===== src/hw/ppss_pkg.sv =====
package ppss_pkg;

	////////////////////////////////////////////////////////////////////////////
	// object indices
	localparam logic [15:0] IDX_FAULT_CODE     = 16'h603F;
	localparam logic [15:0] IDX_STATE_WORD     = 16'h6041;
	localparam logic [15:0] IDX_MODE_DISPLAY   = 16'h6061;
	localparam logic [15:0] IDX_CMD_POS        = 16'h6062;
	localparam logic [15:0] IDX_MEAS_POS_RAW   = 16'h6063;
	localparam logic [15:0] IDX_MEAS_POS       = 16'h6064;
	localparam logic [15:0] IDX_DEV_LIMIT      = 16'h6065;
	localparam logic [15:0] IDX_ARRIVAL_WINDOW = 16'h6067;
	localparam logic [15:0] IDX_ARRIVAL_DWELL  = 16'h6068;
	localparam logic [15:0] IDX_MEAS_SPEED     = 16'h606C;
	localparam logic [15:0] IDX_MEAS_TORQUE    = 16'h6077;
	localparam logic [15:0] IDX_SPEED_CEILING  = 16'h607F;
	localparam logic [15:0] IDX_TRACKING_ERR   = 16'h60F4;
	localparam logic [15:0] IDX_CMD_POS_RAW    = 16'h60FC;
	localparam logic [15:0] IDX_WINDOW_UNIT    = 16'h2013;

	////////////////////////////////////////////////////////////////////////////
	// control and status word bit positions
	localparam int CW_NEW_SP     = 4;
	localparam int CW_IMMEDIATE  = 5;
	localparam int CW_RELATIVE   = 6;
	localparam int SW_ARRIVED    = 10;
	localparam int SW_ACK        = 12;
	localparam int SW_FOLLOW_ERR = 13;
	localparam int SW_HOMED      = 15;
	localparam logic [15:0] SW_OWN_MASK = 16'hB400;

	////////////////////////////////////////////////////////////////////////////
	// reset values
	localparam logic [31:0] RST_DEV_LIMIT = 32'h0000_0000;
	localparam logic [15:0] RST_WINDOW    = 16'h0000;
	localparam logic [15:0] RST_DWELL     = 16'h0000;
	localparam logic [31:0] RST_CEILING   = 32'h0000_0000;
	localparam logic        RST_UNIT_ENC  = 1'b0;

	////////////////////////////////////////////////////////////////////////////
	// timing: dwell time counts in milliseconds
	localparam int DWELL_UNIT_NS = 1000000;
	localparam int CLK_PERIOD_NS = 8;
	localparam int MS_CYCLES     = DWELL_UNIT_NS / CLK_PERIOD_NS;

	////////////////////////////////////////////////////////////////////////////
	// types
	typedef enum logic [1:0] {
		ST_IDLE  = 2'b00,
		ST_MOVE  = 2'b01,
		ST_QUEUE = 2'b11
	} ppss_mode_e;

	typedef struct packed {
		ppss_mode_e  st;
		logic        bit4Prev;
		logic        ack;
		logic        arrived;
		logic        devAlarm;
		logic        homed;
		logic        moveStart;
		logic        unitEnc;
		logic [15:0] baseStatus;
		logic [31:0] moveTarget;
		logic [31:0] queuedTarget;
		logic [31:0] devLimit;
		logic [15:0] window;
		logic [15:0] dwellTime;
		logic [31:0] ceiling;
		logic [31:0] speedLimit;
		logic [16:0] msCnt;
		logic [15:0] dwellCnt;
		logic [31:0] rdata;
	} ppss_state_s;

endpackage : ppss_pkg


===== src/hw/ppss_setpoint_status.sv =====
// Behaviour
// - status bit 10 high when target reached or quick stop finished, low otherwise
// - status bit 12 is the set-point acknowledge flag
// - status bit 13 high while following error is excessive
// - status bit 15 follows homingDone: high while it is high, low again when it drops
// - quick stop finished sets bit 10 unless a move starts in the same cycle
// - completion needs difference inside window for dwellTime ticks of the free-running ms counter
// - window compared in command units (0) or encoder units (1)
// - alarm when target-actual difference exceeds unsigned 32-bit limit
// - speed limit is smaller of ceiling and motor maximum speed
// - bit 4 rising edge latches target, starts if idle, sets ack
// - ack clears after bit 4 low, unless a set-point is queued
// - non-immediate: set-point during move is stored and acked, no start
// - non-immediate: move finished, ack cleared and stored set-point started
// - read-only monitor objects exposed through the object port
// - bit 5 high abandons current move and starts new set-point
// - bit 6 selects absolute or relative target
`timescale 1ns/1ns
module ppss_setpoint_status
	import ppss_pkg::*;
#(
	parameter int MS_CYC = MS_CYCLES
) (
	input  wire logic        ref_clk,
	input  wire logic        sys_rst,
	input  wire logic [15:0] ctrlWord,
	input  wire logic [31:0] targetPos,
	input  wire logic [15:0] baseStatus,
	input  wire logic        homingDone,
	input  wire logic        quickStopDone,
	input  wire logic        motionIdle,
	input  wire logic [31:0] motorMaxSpeed,
	input  wire logic [15:0] faultCode,
	input  wire logic [7:0]  modeDisplay,
	input  wire logic [31:0] actualPos,
	input  wire logic [31:0] actualPosEnc,
	input  wire logic [31:0] demandPosEnc,
	input  wire logic [31:0] actualSpeed,
	input  wire logic [15:0] actualTorque,
	input  wire logic [15:0] objIndex,
	input  wire logic        objWr,
	input  wire logic [31:0] objWdata,
	output logic      [31:0] objRdata,
	output logic      [15:0] statusWord,
	output logic             moveStart,
	output logic      [31:0] moveTarget,
	output logic      [31:0] speedLimit,
	output logic             posComplete,
	output logic             devAlarm
);

	////////////////////////////////////////////////////////////////////////////
	// state
	localparam logic [16:0] MS_LAST = 17'(MS_CYC - 1);

	ppss_state_s cur;
	ppss_state_s nxt;

	logic        newSp;
	logic        immediate;
	logic [31:0] reqTarget;
	logic [32:0] diffCmd;
	logic [32:0] diffEnc;
	logic [32:0] absCmd;
	logic [32:0] absEnc;
	logic [32:0] absWin;
	logic        inWindow;
	logic        devExceeded;
	logic        msTick;
	logic [31:0] readMux;

	////////////////////////////////////////////////////////////////////////////
	// combinational helpers
	assign newSp     = ctrlWord[CW_NEW_SP] && !cur.bit4Prev;
	assign immediate = ctrlWord[CW_IMMEDIATE];
	assign reqTarget = ctrlWord[CW_RELATIVE] ? targetPos + actualPos : targetPos;

	assign diffCmd = {cur.moveTarget[31], cur.moveTarget} - {actualPos[31], actualPos};
	assign diffEnc = {demandPosEnc[31], demandPosEnc} - {actualPosEnc[31], actualPosEnc};
	assign absCmd  = diffCmd[32] ? 33'h0 - diffCmd : diffCmd;
	assign absEnc  = diffEnc[32] ? 33'h0 - diffEnc : diffEnc;
	assign absWin  = cur.unitEnc ? absEnc : absCmd;

	assign inWindow    = absWin <= {17'h00000, cur.window};
	assign devExceeded = absCmd > {1'b0, cur.devLimit};
	assign msTick      = cur.msCnt == MS_LAST;

	function automatic ppss_state_s startMove(input ppss_state_s s, input logic [31:0] t);
		ppss_state_s r;
		r            = s;
		r.moveTarget = t;
		r.moveStart  = 1'b1;
		r.st         = ST_MOVE;
		r.arrived    = 1'b0;
		r.dwellCnt   = 16'h0000;
		return r;
	endfunction : startMove

	always_comb begin
		unique case (objIndex)
			IDX_FAULT_CODE:     readMux = {16'h0000, faultCode};
			IDX_STATE_WORD:     readMux = {16'h0000, statusWord};
			IDX_MODE_DISPLAY:   readMux = {24'h000000, modeDisplay};
			IDX_CMD_POS:        readMux = cur.moveTarget;
			IDX_MEAS_POS_RAW:   readMux = actualPosEnc;
			IDX_MEAS_POS:       readMux = actualPos;
			IDX_DEV_LIMIT:      readMux = cur.devLimit;
			IDX_ARRIVAL_WINDOW: readMux = {16'h0000, cur.window};
			IDX_ARRIVAL_DWELL:  readMux = {16'h0000, cur.dwellTime};
			IDX_MEAS_SPEED:     readMux = actualSpeed;
			IDX_MEAS_TORQUE:    readMux = {16'h0000, actualTorque};
			IDX_SPEED_CEILING:  readMux = cur.ceiling;
			IDX_TRACKING_ERR:   readMux = diffCmd[31:0];
			IDX_CMD_POS_RAW:    readMux = demandPosEnc;
			IDX_WINDOW_UNIT:    readMux = {31'h00000000, cur.unitEnc};
			default:            readMux = 32'h0000_0000;
		endcase
	end

	////////////////////////////////////////////////////////////////////////////
	// next state
	always_comb begin
		nxt            = cur;
		nxt.moveStart  = 1'b0;
		nxt.bit4Prev   = ctrlWord[CW_NEW_SP];
		nxt.homed      = homingDone;
		nxt.baseStatus = baseStatus & ~SW_OWN_MASK;
		nxt.devAlarm   = devExceeded;
		nxt.speedLimit = (cur.ceiling < motorMaxSpeed) ? cur.ceiling : motorMaxSpeed;
		nxt.rdata      = readMux;
		nxt.msCnt      = msTick ? 17'h00000 : cur.msCnt + 17'h00001;

		if (!inWindow) begin
			nxt.dwellCnt = 16'h0000;
		end else if (msTick && cur.dwellCnt != 16'hFFFF) begin
			nxt.dwellCnt = cur.dwellCnt + 16'h0001;
		end
		nxt.arrived = (inWindow && cur.dwellCnt >= cur.dwellTime) || quickStopDone;

		if (cur.ack && !ctrlWord[CW_NEW_SP] && cur.st != ST_QUEUE) begin
			nxt.ack = 1'b0;
		end

		unique case (cur.st)
			ST_IDLE, ST_MOVE: begin
				if (newSp) begin
					nxt.ack = 1'b1;
					if (cur.st == ST_IDLE || immediate) begin
						nxt = startMove(nxt, reqTarget);
					end else begin
						nxt.queuedTarget = reqTarget;
						nxt.st           = ST_QUEUE;
					end
				end else if (cur.st == ST_MOVE && motionIdle && !cur.moveStart) begin
					nxt.st = ST_IDLE;
				end
			end
			ST_QUEUE: begin
				if (newSp) begin
					nxt.ack = 1'b1;
					if (immediate) begin
						nxt = startMove(nxt, reqTarget);
					end else begin
						nxt.queuedTarget = reqTarget;
					end
				end else if (motionIdle) begin
					nxt     = startMove(nxt, cur.queuedTarget);
					nxt.ack = 1'b0;
				end
			end
			default: begin
				nxt.st = ST_IDLE;
			end
		endcase

		if (objWr) begin
			unique case (objIndex)
				IDX_DEV_LIMIT:      nxt.devLimit  = objWdata;
				IDX_ARRIVAL_WINDOW: nxt.window    = objWdata[15:0];
				IDX_ARRIVAL_DWELL:  nxt.dwellTime = objWdata[15:0];
				IDX_SPEED_CEILING:  nxt.ceiling   = objWdata;
				IDX_WINDOW_UNIT:    nxt.unitEnc   = objWdata[0];
				default:            nxt.ceiling   = nxt.ceiling;
			endcase
		end
	end

	////////////////////////////////////////////////////////////////////////////
	// registers
	always_ff @(posedge ref_clk or posedge sys_rst) begin
		if (sys_rst) begin
			cur.st           <= ST_IDLE;
			cur.bit4Prev     <= 1'b0;
			cur.ack          <= 1'b0;
			cur.arrived      <= 1'b0;
			cur.devAlarm     <= 1'b0;
			cur.homed        <= 1'b0;
			cur.moveStart    <= 1'b0;
			cur.unitEnc      <= RST_UNIT_ENC;
			cur.baseStatus   <= 16'h0000;
			cur.moveTarget   <= 32'h0000_0000;
			cur.queuedTarget <= 32'h0000_0000;
			cur.devLimit     <= RST_DEV_LIMIT;
			cur.window       <= RST_WINDOW;
			cur.dwellTime    <= RST_DWELL;
			cur.ceiling      <= RST_CEILING;
			cur.speedLimit   <= 32'h0000_0000;
			cur.msCnt        <= 17'h00000;
			cur.dwellCnt     <= 16'h0000;
			cur.rdata        <= 32'h0000_0000;
		end else begin
			cur <= nxt;
		end
	end

	////////////////////////////////////////////////////////////////////////////
	// outputs
	always_comb begin
		statusWord                = cur.baseStatus;
		statusWord[SW_ARRIVED]    = cur.arrived;
		statusWord[SW_ACK]        = cur.ack;
		statusWord[SW_FOLLOW_ERR] = cur.devAlarm;
		statusWord[SW_HOMED]      = cur.homed;
	end

	assign objRdata    = cur.rdata;
	assign moveStart   = cur.moveStart;
	assign moveTarget  = cur.moveTarget;
	assign speedLimit  = cur.speedLimit;
	assign posComplete = cur.arrived;
	assign devAlarm    = cur.devAlarm;
endmodule : ppss_setpoint_status


===== config.mk =====
export PLATFORM = sky130hd
export DESIGN_NAME = ppss_setpoint_status
export DESIGN_NICKNAME = d
export VERILOG_FILES = /design/src/hw/ppss_pkg.sv /design/src/hw/ppss_setpoint_status.sv
export SDC_FILE = /design/constraint.sdc
export NUM_CORES = 1
export LEC_CHECK = 0
export ABC_AREA = 1
export BUFFER_PORTS_ARGS = -buffer_cell sky130_fd_sc_hd__buf_2
export CORE_MARGIN = 3
export CORE_UTILIZATION = 25
export CTS_CLUSTER_DIAMETER = 30
export DETAILED_ROUTE_END_ITERATION = 8
export SLEW_MARGIN = 20
export SYNTH_ARGS = -nofsm -noshare
export SYNTH_HDL_FRONTEND = slang
export SYNTH_SLANG_ARGS = --single-unit
export TNS_END_PERCENT = 5

===== constraint.sdc =====
create_clock -name ref_clk -period 10.4 [get_ports ref_clk]
set_clock_uncertainty 0.2 [all_clocks]
set_input_delay 1.56 -clock ref_clk [delete_from_list [all_inputs] [get_ports ref_clk]]
set_output_delay 1.56 -clock ref_clk [all_outputs]
set_load 0.05 [all_outputs]

Word level (Yosys, flattened, before mapping)
Index checks and enable logic that the tools add are counted.

storage, ports and cells
  output and inout port bits = 115
  input port bits = 318
  word-level logic and storage cells = 107
  bits in registers = 281

cells by class
  eq/ne operators = 28
  add/subtract/negate cells = 7
  $lt $le $gt $ge = 4
  reduce and logical (&&, ||, !) cells = 18
  mux-type cells = 31

operators by type and width
  kind                                                                  number
  282-bit two-way mux                                                   2
  280-bit case mux with 2 select lines                                  1
  32-bit case mux with 15 select lines                                  1
  279-bit two-way mux                                                   1
  16-bit by 15-bit == test with 1-bit output (second input constant)    14
  32-bit two-way mux                                                    6
  33-bit two-way mux                                                    3
  48-bit two-way mux                                                    2
  96-bit two-way mux                                                    1
  1-bit by 33-bit subtractor with 33-bit output (first input constant)  2
  32-bit by 32-bit subtractor with 33-bit output                        2
  16-bit two-way mux                                                    4
  57-bit two-way mux                                                    1
  53-bit two-way mux                                                    1
  33-bit by 32-bit > comparator with 1-bit output                       1
  33-bit by 16-bit less-or-equal comparator with 1-bit output           1
  32-bit adder                                                          1
  32-bit less-than comparator                                           1
  17-bit by 1-bit adder with 17-bit output (second input constant)      1
  17-bit == test (second input constant)                                1
  17-bit two-way mux                                                    1
  16-bit by 1-bit adder with 16-bit output (second input constant)      1
  16-bit by 14-bit == test with 1-bit output (second input constant)    1
  16-bit greater-or-equal comparator                                    1
  16 further kinds                                                      37

Depth between registers and ports, before layout
Gate-level depths: netlist (run 1).

  depth in word-level cells = 12
  depth in mapped cells = 39
  gate-level depth less buffers = 35

Worst setup path before layout (run 1)
No wires, ideal clock.

  kind = input to register
  start point = in actualPos[0]
  end point = reg cur[37] (netlist name)
  setup slack = 4.538 ns
  stages = 38
  data arrival time = 5.593 ns
  buffers on the path = 4
  required time = 10.131 ns
  setup time = 0.069 ns
  cells stage by stage = ha_1 > fa_1 > inv_1 > nand2_1 > nand2_1 > nand3_2 > nand2_2 > nand2_1 > nand2_1 > nand4_1 > nand2_1 > nand2_1 > nand2_2 > buf_6 > buf_2 > buf_2 > nand2_1 > xnor2_1 > (+2 left out) > o21ai_0 > ha_1 > nand2_1 > nor2_1 > a211oi_1 > o21ai_0 > nand4_1 > o211ai_1 > a21boi_0 > o21ai_0 > nand2_1 > nand3_1 > nand2_1 > nand3_2 > nor2_4 > nand2_4 > buf_12 > nor2_4

RTL lines
  item                  RTL line                     RTL
  from (decl)           ppss_setpoint_status.sv:35   input wire logic [31:0] actualPos,
  to (signal assigned)  ppss_setpoint_status.sv:212  cur <= nxt;
  to (decl)             ppss_setpoint_status.sv:56   ppss_state_s cur;

==> results.py, run 1 <==
metrics = {
    "run_status": {
        "status": "finished clean",
    },
    "detailed_routing": {
        "vias_per_cell": 4.90,
        "drt-total-wl_um": 118000,
        "antenna_left": 0,
        "route.detailed.drc": 0,
        "vias": 28022,
        "first_iter_violations": 2842,
        "first_pass_iters": 5,
        "wl_per_cell_um": 20.7,
    },
    "floorplan": {
        "rows": 117,
        "die_h_um": 329,
        "core-area_um2": 103000,
        "design.die.area_um2": 108000,
        "initial_core_util": 0.254,
        "io_pins": 433,
        "die_w_um": 329,
    },
    "sta": {
        "hold_viol": 0,
        "fmax_mhz": 147,
        "min_period_ns": 6.81,
        "worst_slack_ns": 3.59,
        "tns_ns": 0,
        "grt_setup_unrepaired": "false",
        "period_share": 0.654,
        "setup_violations": 0,
        "slew_viol_final": 0,
        "relSlewSlack": 0.256,
        "tightest_slew_ns": 1.12,
    },
    "global_route": {
        "grt_pass1_wl_um": 170000,
        "grt_pass1_vias": 26354,
        "grt_max_degree": 80,
        "track_usage": 0.212,
        "overflow": 0,
        "antenna_found_initial": 22,
    },
    "pwr": {
        "power_density_nw_per_um2": 198,
        "p_switching_mw": 2.63,
        "p_clk_frac": 0.403,
        "p_int_mw": 3.65,
        "pwr-share-comb": 0.387,
        "seqPwrFrac": 0.210,
        "swShare": 0.418,
        "irDropWorstVdd_uv": 117,
        "p_leak_nw": 16.5,
    },
    "synth": {
        "synth_top_area_share": 0.267,
        "synth_nets": 4478,
        "seq_area_frac_synth": 0.267,
        "synthFlopType": "dfrtp_1",
        "synthTopCellsByArea": "dfrtp_1 (27%), nand2_1 (15%), inv_1 (10%)",
        "ys_warn_count": 0,
        "ys_types": 61,
        "synth_cells": 3963,
        "synth-edff-count": 0,
        "syn_avg_cell_area_um2": 6.57,
        "async_flop_share": 1.00,
        "yosys_register_bits": 278,
        "syn_area_um2": 26000,
        "synth_top_area_cell": "dfrtp_1",
    },
    "clocking": {
        "clk_path_buf_depth": 3,
        "clock-root-buffer": "clkbuf_16",
        "cts_tree": "built",
        "clk_latency_ns": 0.67,
        "cts-resized-gates": 0,
        "path_clk_slew_ns": 0.05,
        "htree_levels": 3,
        "numClockSinks": 278,
        "cts_buffers": 79,
        "hold_buffers": 0,
        "postCtsSetupBuffers": 0,
    },
    "finish": {
        "nFillCells": 11331,
        "final_cell_mix": "nand2_1 (1008), inv_1 (709), buf_2 (415), o21ai_0 (295), dfrtp_1 (278)",
        "drive_above_1_share": 0.166,
        "final_core_util": 0.309,
        "area_growth_pct": 21.8,
        "final_common_cell": "nand2_1",
        "final-seq-area_um2": 6960,
        "multi_input_area_um2": 15100,
        "nNetsFinal": 4794,
    },
    "critical_path": {
        "cp.arrival_ns": 7.16,
        "critPathKind": "input port to flop",
        "crit_path_end_kind": "flop",
        "cp.required_ns": 10.76,
        "reg2reg_depth": 31,
        "crit_path_max_incr_delay_ns": 0.52,
        "start_kind": "input port",
        "crit_path_frequent_cell": "nand2_1",
        "critical-path-slowest-cell": "clkinv_1",
        "cp_max_fo": 40,
    },
    "placed_design": {
        "portBuffers": 415,
        "pre_cts_ws_ns": 2.93,
        "gp_congestion": 0.964,
        "dpl.hpwl_um": 97800,
    },
    "hold_path": {
        "hold_path_depth": 1,
        "hold_class": "flop to flop",
    },
    "run": {
        "maxCapViolCount": 0,
    },
}
-- worst max-delay path, delay by kind of cell --
kind	cells	cell delay [ns]
simple gates	20	2.66
compound gates	7	1.16
fa+ha+maj	3	0.93
buf+inv	3	0.79
-- synth_stat cells (9+ instances only) --
master,count
nand3_1,219
nor2_2,20
inv_1,710
a221oi_1,55
o21bai_1,9
nand3b_1,18
o2111ai_1,12
a21oi_1,192
a31oi_1,10
clkbuf_1,82
o311ai_0,15
ha_1,194
a211oi_1,14
nand3_2,9
or2_2,16
a22o_1,13
inv_2,24
o22ai_1,36
nor4_1,12
nand2_2,33
nand4_1,71
nand2_1,1010
buf_4,114
xnor2_1,11
nor2_1,257
nor3_1,43
xor2_1,43
o21ai_0,295
o221ai_1,22
dfrtp_1,278
o211ai_1,13
nor2_4,18
-- logic make-up (layout without fill, tap and decap cells) --
group | Yosys count | in the layout | share of synthesized area
other | 0 | 9 | 0
AOI/OAI and AO/OA | 735 | 735 | 0.169
xor gates and xnor gates | 55 | 55 | 0.0188
adders and majority gates | 197 | 197 | 0.0955
and+or+nand+nor | 1743 | 1743 | 0.293
DFF | 278 | 278 | 0.267
muxes | 4 | 4 | 0.00154
buffers and inverters | 951 | 1328 | 0.155
-- power groups by stage --
stage	Clock, mW	Sequential, mW	Combinational (mW)
2_1_floorplan	0	1.26	1.79
3_3_place_gp	0	1.33	2.36
3_5_place_dp	0	1.33	2.39
4_1_cts	2.57	1.32	2.40
5_1_grt	2.63	1.33	2.72
6_report	2.53	1.32	2.43
-- worst paths after layout --
kind	start	endpoint	slack [ns]
setup / recovery	actualPosEnc[0]	cur[42]	3.59
setup reg to reg	moveTarget[0]	cur[42]	4.31
max in group asynchronous	sys_rst	cur[186]	7.64
hold / removal	cur[48]	cur[48]	0.28
min in group asynchronous	sys_rst	cur[104]	0.78
hold reg to reg	cur[48]	cur[48]	0.28
-- state kept, by name, summed over array words and instances (netlist names) --
name         cells
statusWord      14
cur            165
moveTarget      32
objRdata        32
devAlarm         1
moveStart        1
posComplete      1
speedLimit      32
-- per-stage QoR --
stage | power (mW) | instance area, um^2 | hold slack, ns | std cells
detailed placement | 3.72 | 28800 | 0.264 | 5566
floorplan | 3.04 | 26000 | 0.233 | 3963
global route | 6.68 | 31700 | 0.298 | 5714
global placement | 3.69 | 28800 | 0.256 | 5566
CTS | 6.29 | 31700 | 0.280 | 5708
finish | 6.28 | 31700 | 0.280 | 5717
-- layer usage --
layer / GRT usage / up-vias / part of all wire
met2: 0.328 / 1188 / 0.43
li1: - / 13485 / -
met4: 0.0730 / 8 / 0.038
met5: 0 / - / 0.00042
met3: 0.0408 / 225 / 0.089
met1: 0.294 / 13116 / 0.44
-- area by class of cell --
| type | instances | share of cell area |
|---|---|---|
| multi-input cells | 2734 | 0.476 |
| well taps | 1368 | 0.0540 |
| flip-flops and latches | 278 | 0.219 |
| clock buffers | 100 | 0.0686 |
| repair buffers | 447 | 0.0731 |
| diodes | 9 | 0.000710 |
| inverters | 739 | 0.0877 |
| clock inverters | 42 | 0.0205 |
Note: power is estimated with default switching activity, not from simulation.
==> inputs of run 2 (changes only) <==
Clock period 10.4 ns to 6.62 ns, I/O delays scaled along.
==> results.py, run 2 (synthesis gave the netlist of run 1 again) <==
metrics = {
    "critical_path": {
        "crit_path_end_kind": "flop",
        "start_kind": "input port",
        "cp.required_ns": 6.96,
        "cp.arrival_ns": 5.85,
        "crit_path_frequent_cell": "nand2_1",
        "crit_path_max_incr_delay_ns": 0.39,
        "cp_max_fo": 16,
        "critical-path-slowest-cell": "fa_1",
        "critPathKind": "input port to flop",
    },
    "clocking": {
        "hold_buffers": 0,
        "cts_buffers": 86,
        "clk_latency_ns": 0.66,
        "postCtsSetupBuffers": 0,
        "htree_levels": 3,
        "clock-root-buffer": "clkbuf_16",
        "clk_path_buf_depth": 3,
        "path_clk_slew_ns": 0.04,
        "numClockSinks": 278,
        "cts-resized-gates": 0,
        "cts_tree": "built",
    },
    "run": {
        "maxCapViolCount": 0,
    },
    "detailed_routing": {
        "vias_per_cell": 4.88,
        "antenna_left": 0,
        "vias": 28011,
        "wl_per_cell_um": 20.8,
        "first_iter_violations": 2511,
        "route.detailed.drc": 0,
        "drt-total-wl_um": 120000,
        "first_pass_iters": 6,
    },
    "global_route": {
        "grt_pass1_vias": 26497,
        "grt_max_degree": 112,
        "track_usage": 0.214,
        "grt_pass1_wl_um": 171000,
        "antenna_found_initial": 20,
        "overflow": 0,
    },
    "placed_design": {
        "portBuffers": 415,
        "gp_congestion": 0.964,
        "dpl.hpwl_um": 98900,
    },
    "finish": {
        "nNetsFinal": 4813,
        "area_growth_pct": 23.0,
        "final_cell_mix": "nand2_1 (1008), inv_1 (709), buf_2 (415), o21ai_0 (295), dfrtp_1 (278)",
        "nFillCells": 11260,
        "final_common_cell": "nand2_1",
        "regMostFlops": "cur",
        "drive_above_1_share": 0.172,
        "largest_register_ffs": 165,
    },
    "sta": {
        "tightest_slew_ns": 1.08,
        "hold_viol": 0,
        "tns_ns": 0,
        "fmax_mhz": 181,
        "slew_viol_final": 0,
        "period_share": 0.833,
        "min_period_ns": 5.51,
        "relSlewSlack": 0.275,
        "grt_setup_unrepaired": "false",
        "setup_violations": 0,
    },
    "floorplan": {
        "io_pins": 433,
        "core-area_um2": 103000,
        "die_h_um": 329,
        "design.die.area_um2": 108000,
        "initial_core_util": 0.254,
        "rows": 117,
        "die_w_um": 329,
    },
    "hold_path": {
        "hold_class": "input port to flop",
    },
    "pwr": {
        "irDropWorstVdd_uv": 256,
        "p_leak_nw": 16.7,
        "power_density_nw_per_um2": 320,
        "power.total_mw": 10.2,
    },
    "run_status": {
        "status": "finished clean",
    },
}
## run 2: worst max-delay path, delay by kind of cell
| family | cells | cell delay, ns |
|---|---|---|
| AO/OA/AOI/OAI | 2 | 0.35 |
| XOR/XNOR | 1 | 0.16 |
| adder cells (fa/ha/maj) | 3 | 0.89 |
| buffers and inverters | 6 | 0.65 |
| AND/OR/NAND/NOR | 19 | 2.80 |
## run 2: path summary, 6_finish.rpt
path	startpoint	to	slack (ns)	cells after the start
hold / removal	baseStatus[8]	statusWord[8]	0.25	1
max in group asynchronous	sys_rst	cur[188]	4.53	4
setup reg to reg	moveTarget[0]	cur[36]	1.17	31
setup / recovery	actualPos[0]	cur[36]	1.11	31
hold reg to reg	cur[48]	cur[48]	0.27	1
min in group asynchronous	sys_rst	speedLimit[6]	0.27	3
## run 2: where the power goes
| part | switching, mW | internal (mW) | leakage (nW) |
|---|---|---|---|
| logic | 2.72 | 1.22 | 11.5 |
| registers | 0.192 | 1.85 | 3.69 |
| clock network | 1.31 | 2.94 | 1.49 |
| total | 4.22 | 6.02 | 16.7 |
## run 2: layout make-up
class	instances	area, um^2	area share
Antenna cell	3	7.51	0.000234
Clock buffer	109	2390	0.0746
Clock inverter	49	668	0.0209
Inverter	739	2780	0.0867
Multi-Input combinational cell	2734	15100	0.471
Sequential cell	278	6960	0.217
Tap cell	1368	1710	0.0534
Timing Repair Buffer	459	2430	0.0759
## run 2: metal layers
| layer | GRT usage | share of wire |
|---|---|---|
| met5 | 0 | 0.00023 |
| met4 | 0.0842 | 0.040 |
| met1 | 0.296 | 0.45 |
| met2 | 0.325 | 0.43 |
| met3 | 0.0451 | 0.086 |
## run 2: through the flow
stage / setup slack [ns] / util / instances / hold slack, ns / area [um^2]
floorplan: 1.32 / - / 3963 / 0.233 / 26000
global placement: 0.527 / 0.282 / 5578 / 0.250 / 29000
detailed placement: 0.504 / 0.282 / 5578 / 0.263 / 29000
CTS: 1.20 / 0.312 / 5736 / 0.204 / 32000
global route: 0.649 / 0.312 / 5739 / 0.216 / 32000
finish: 1.11 / 0.312 / 5739 / 0.249 / 32000
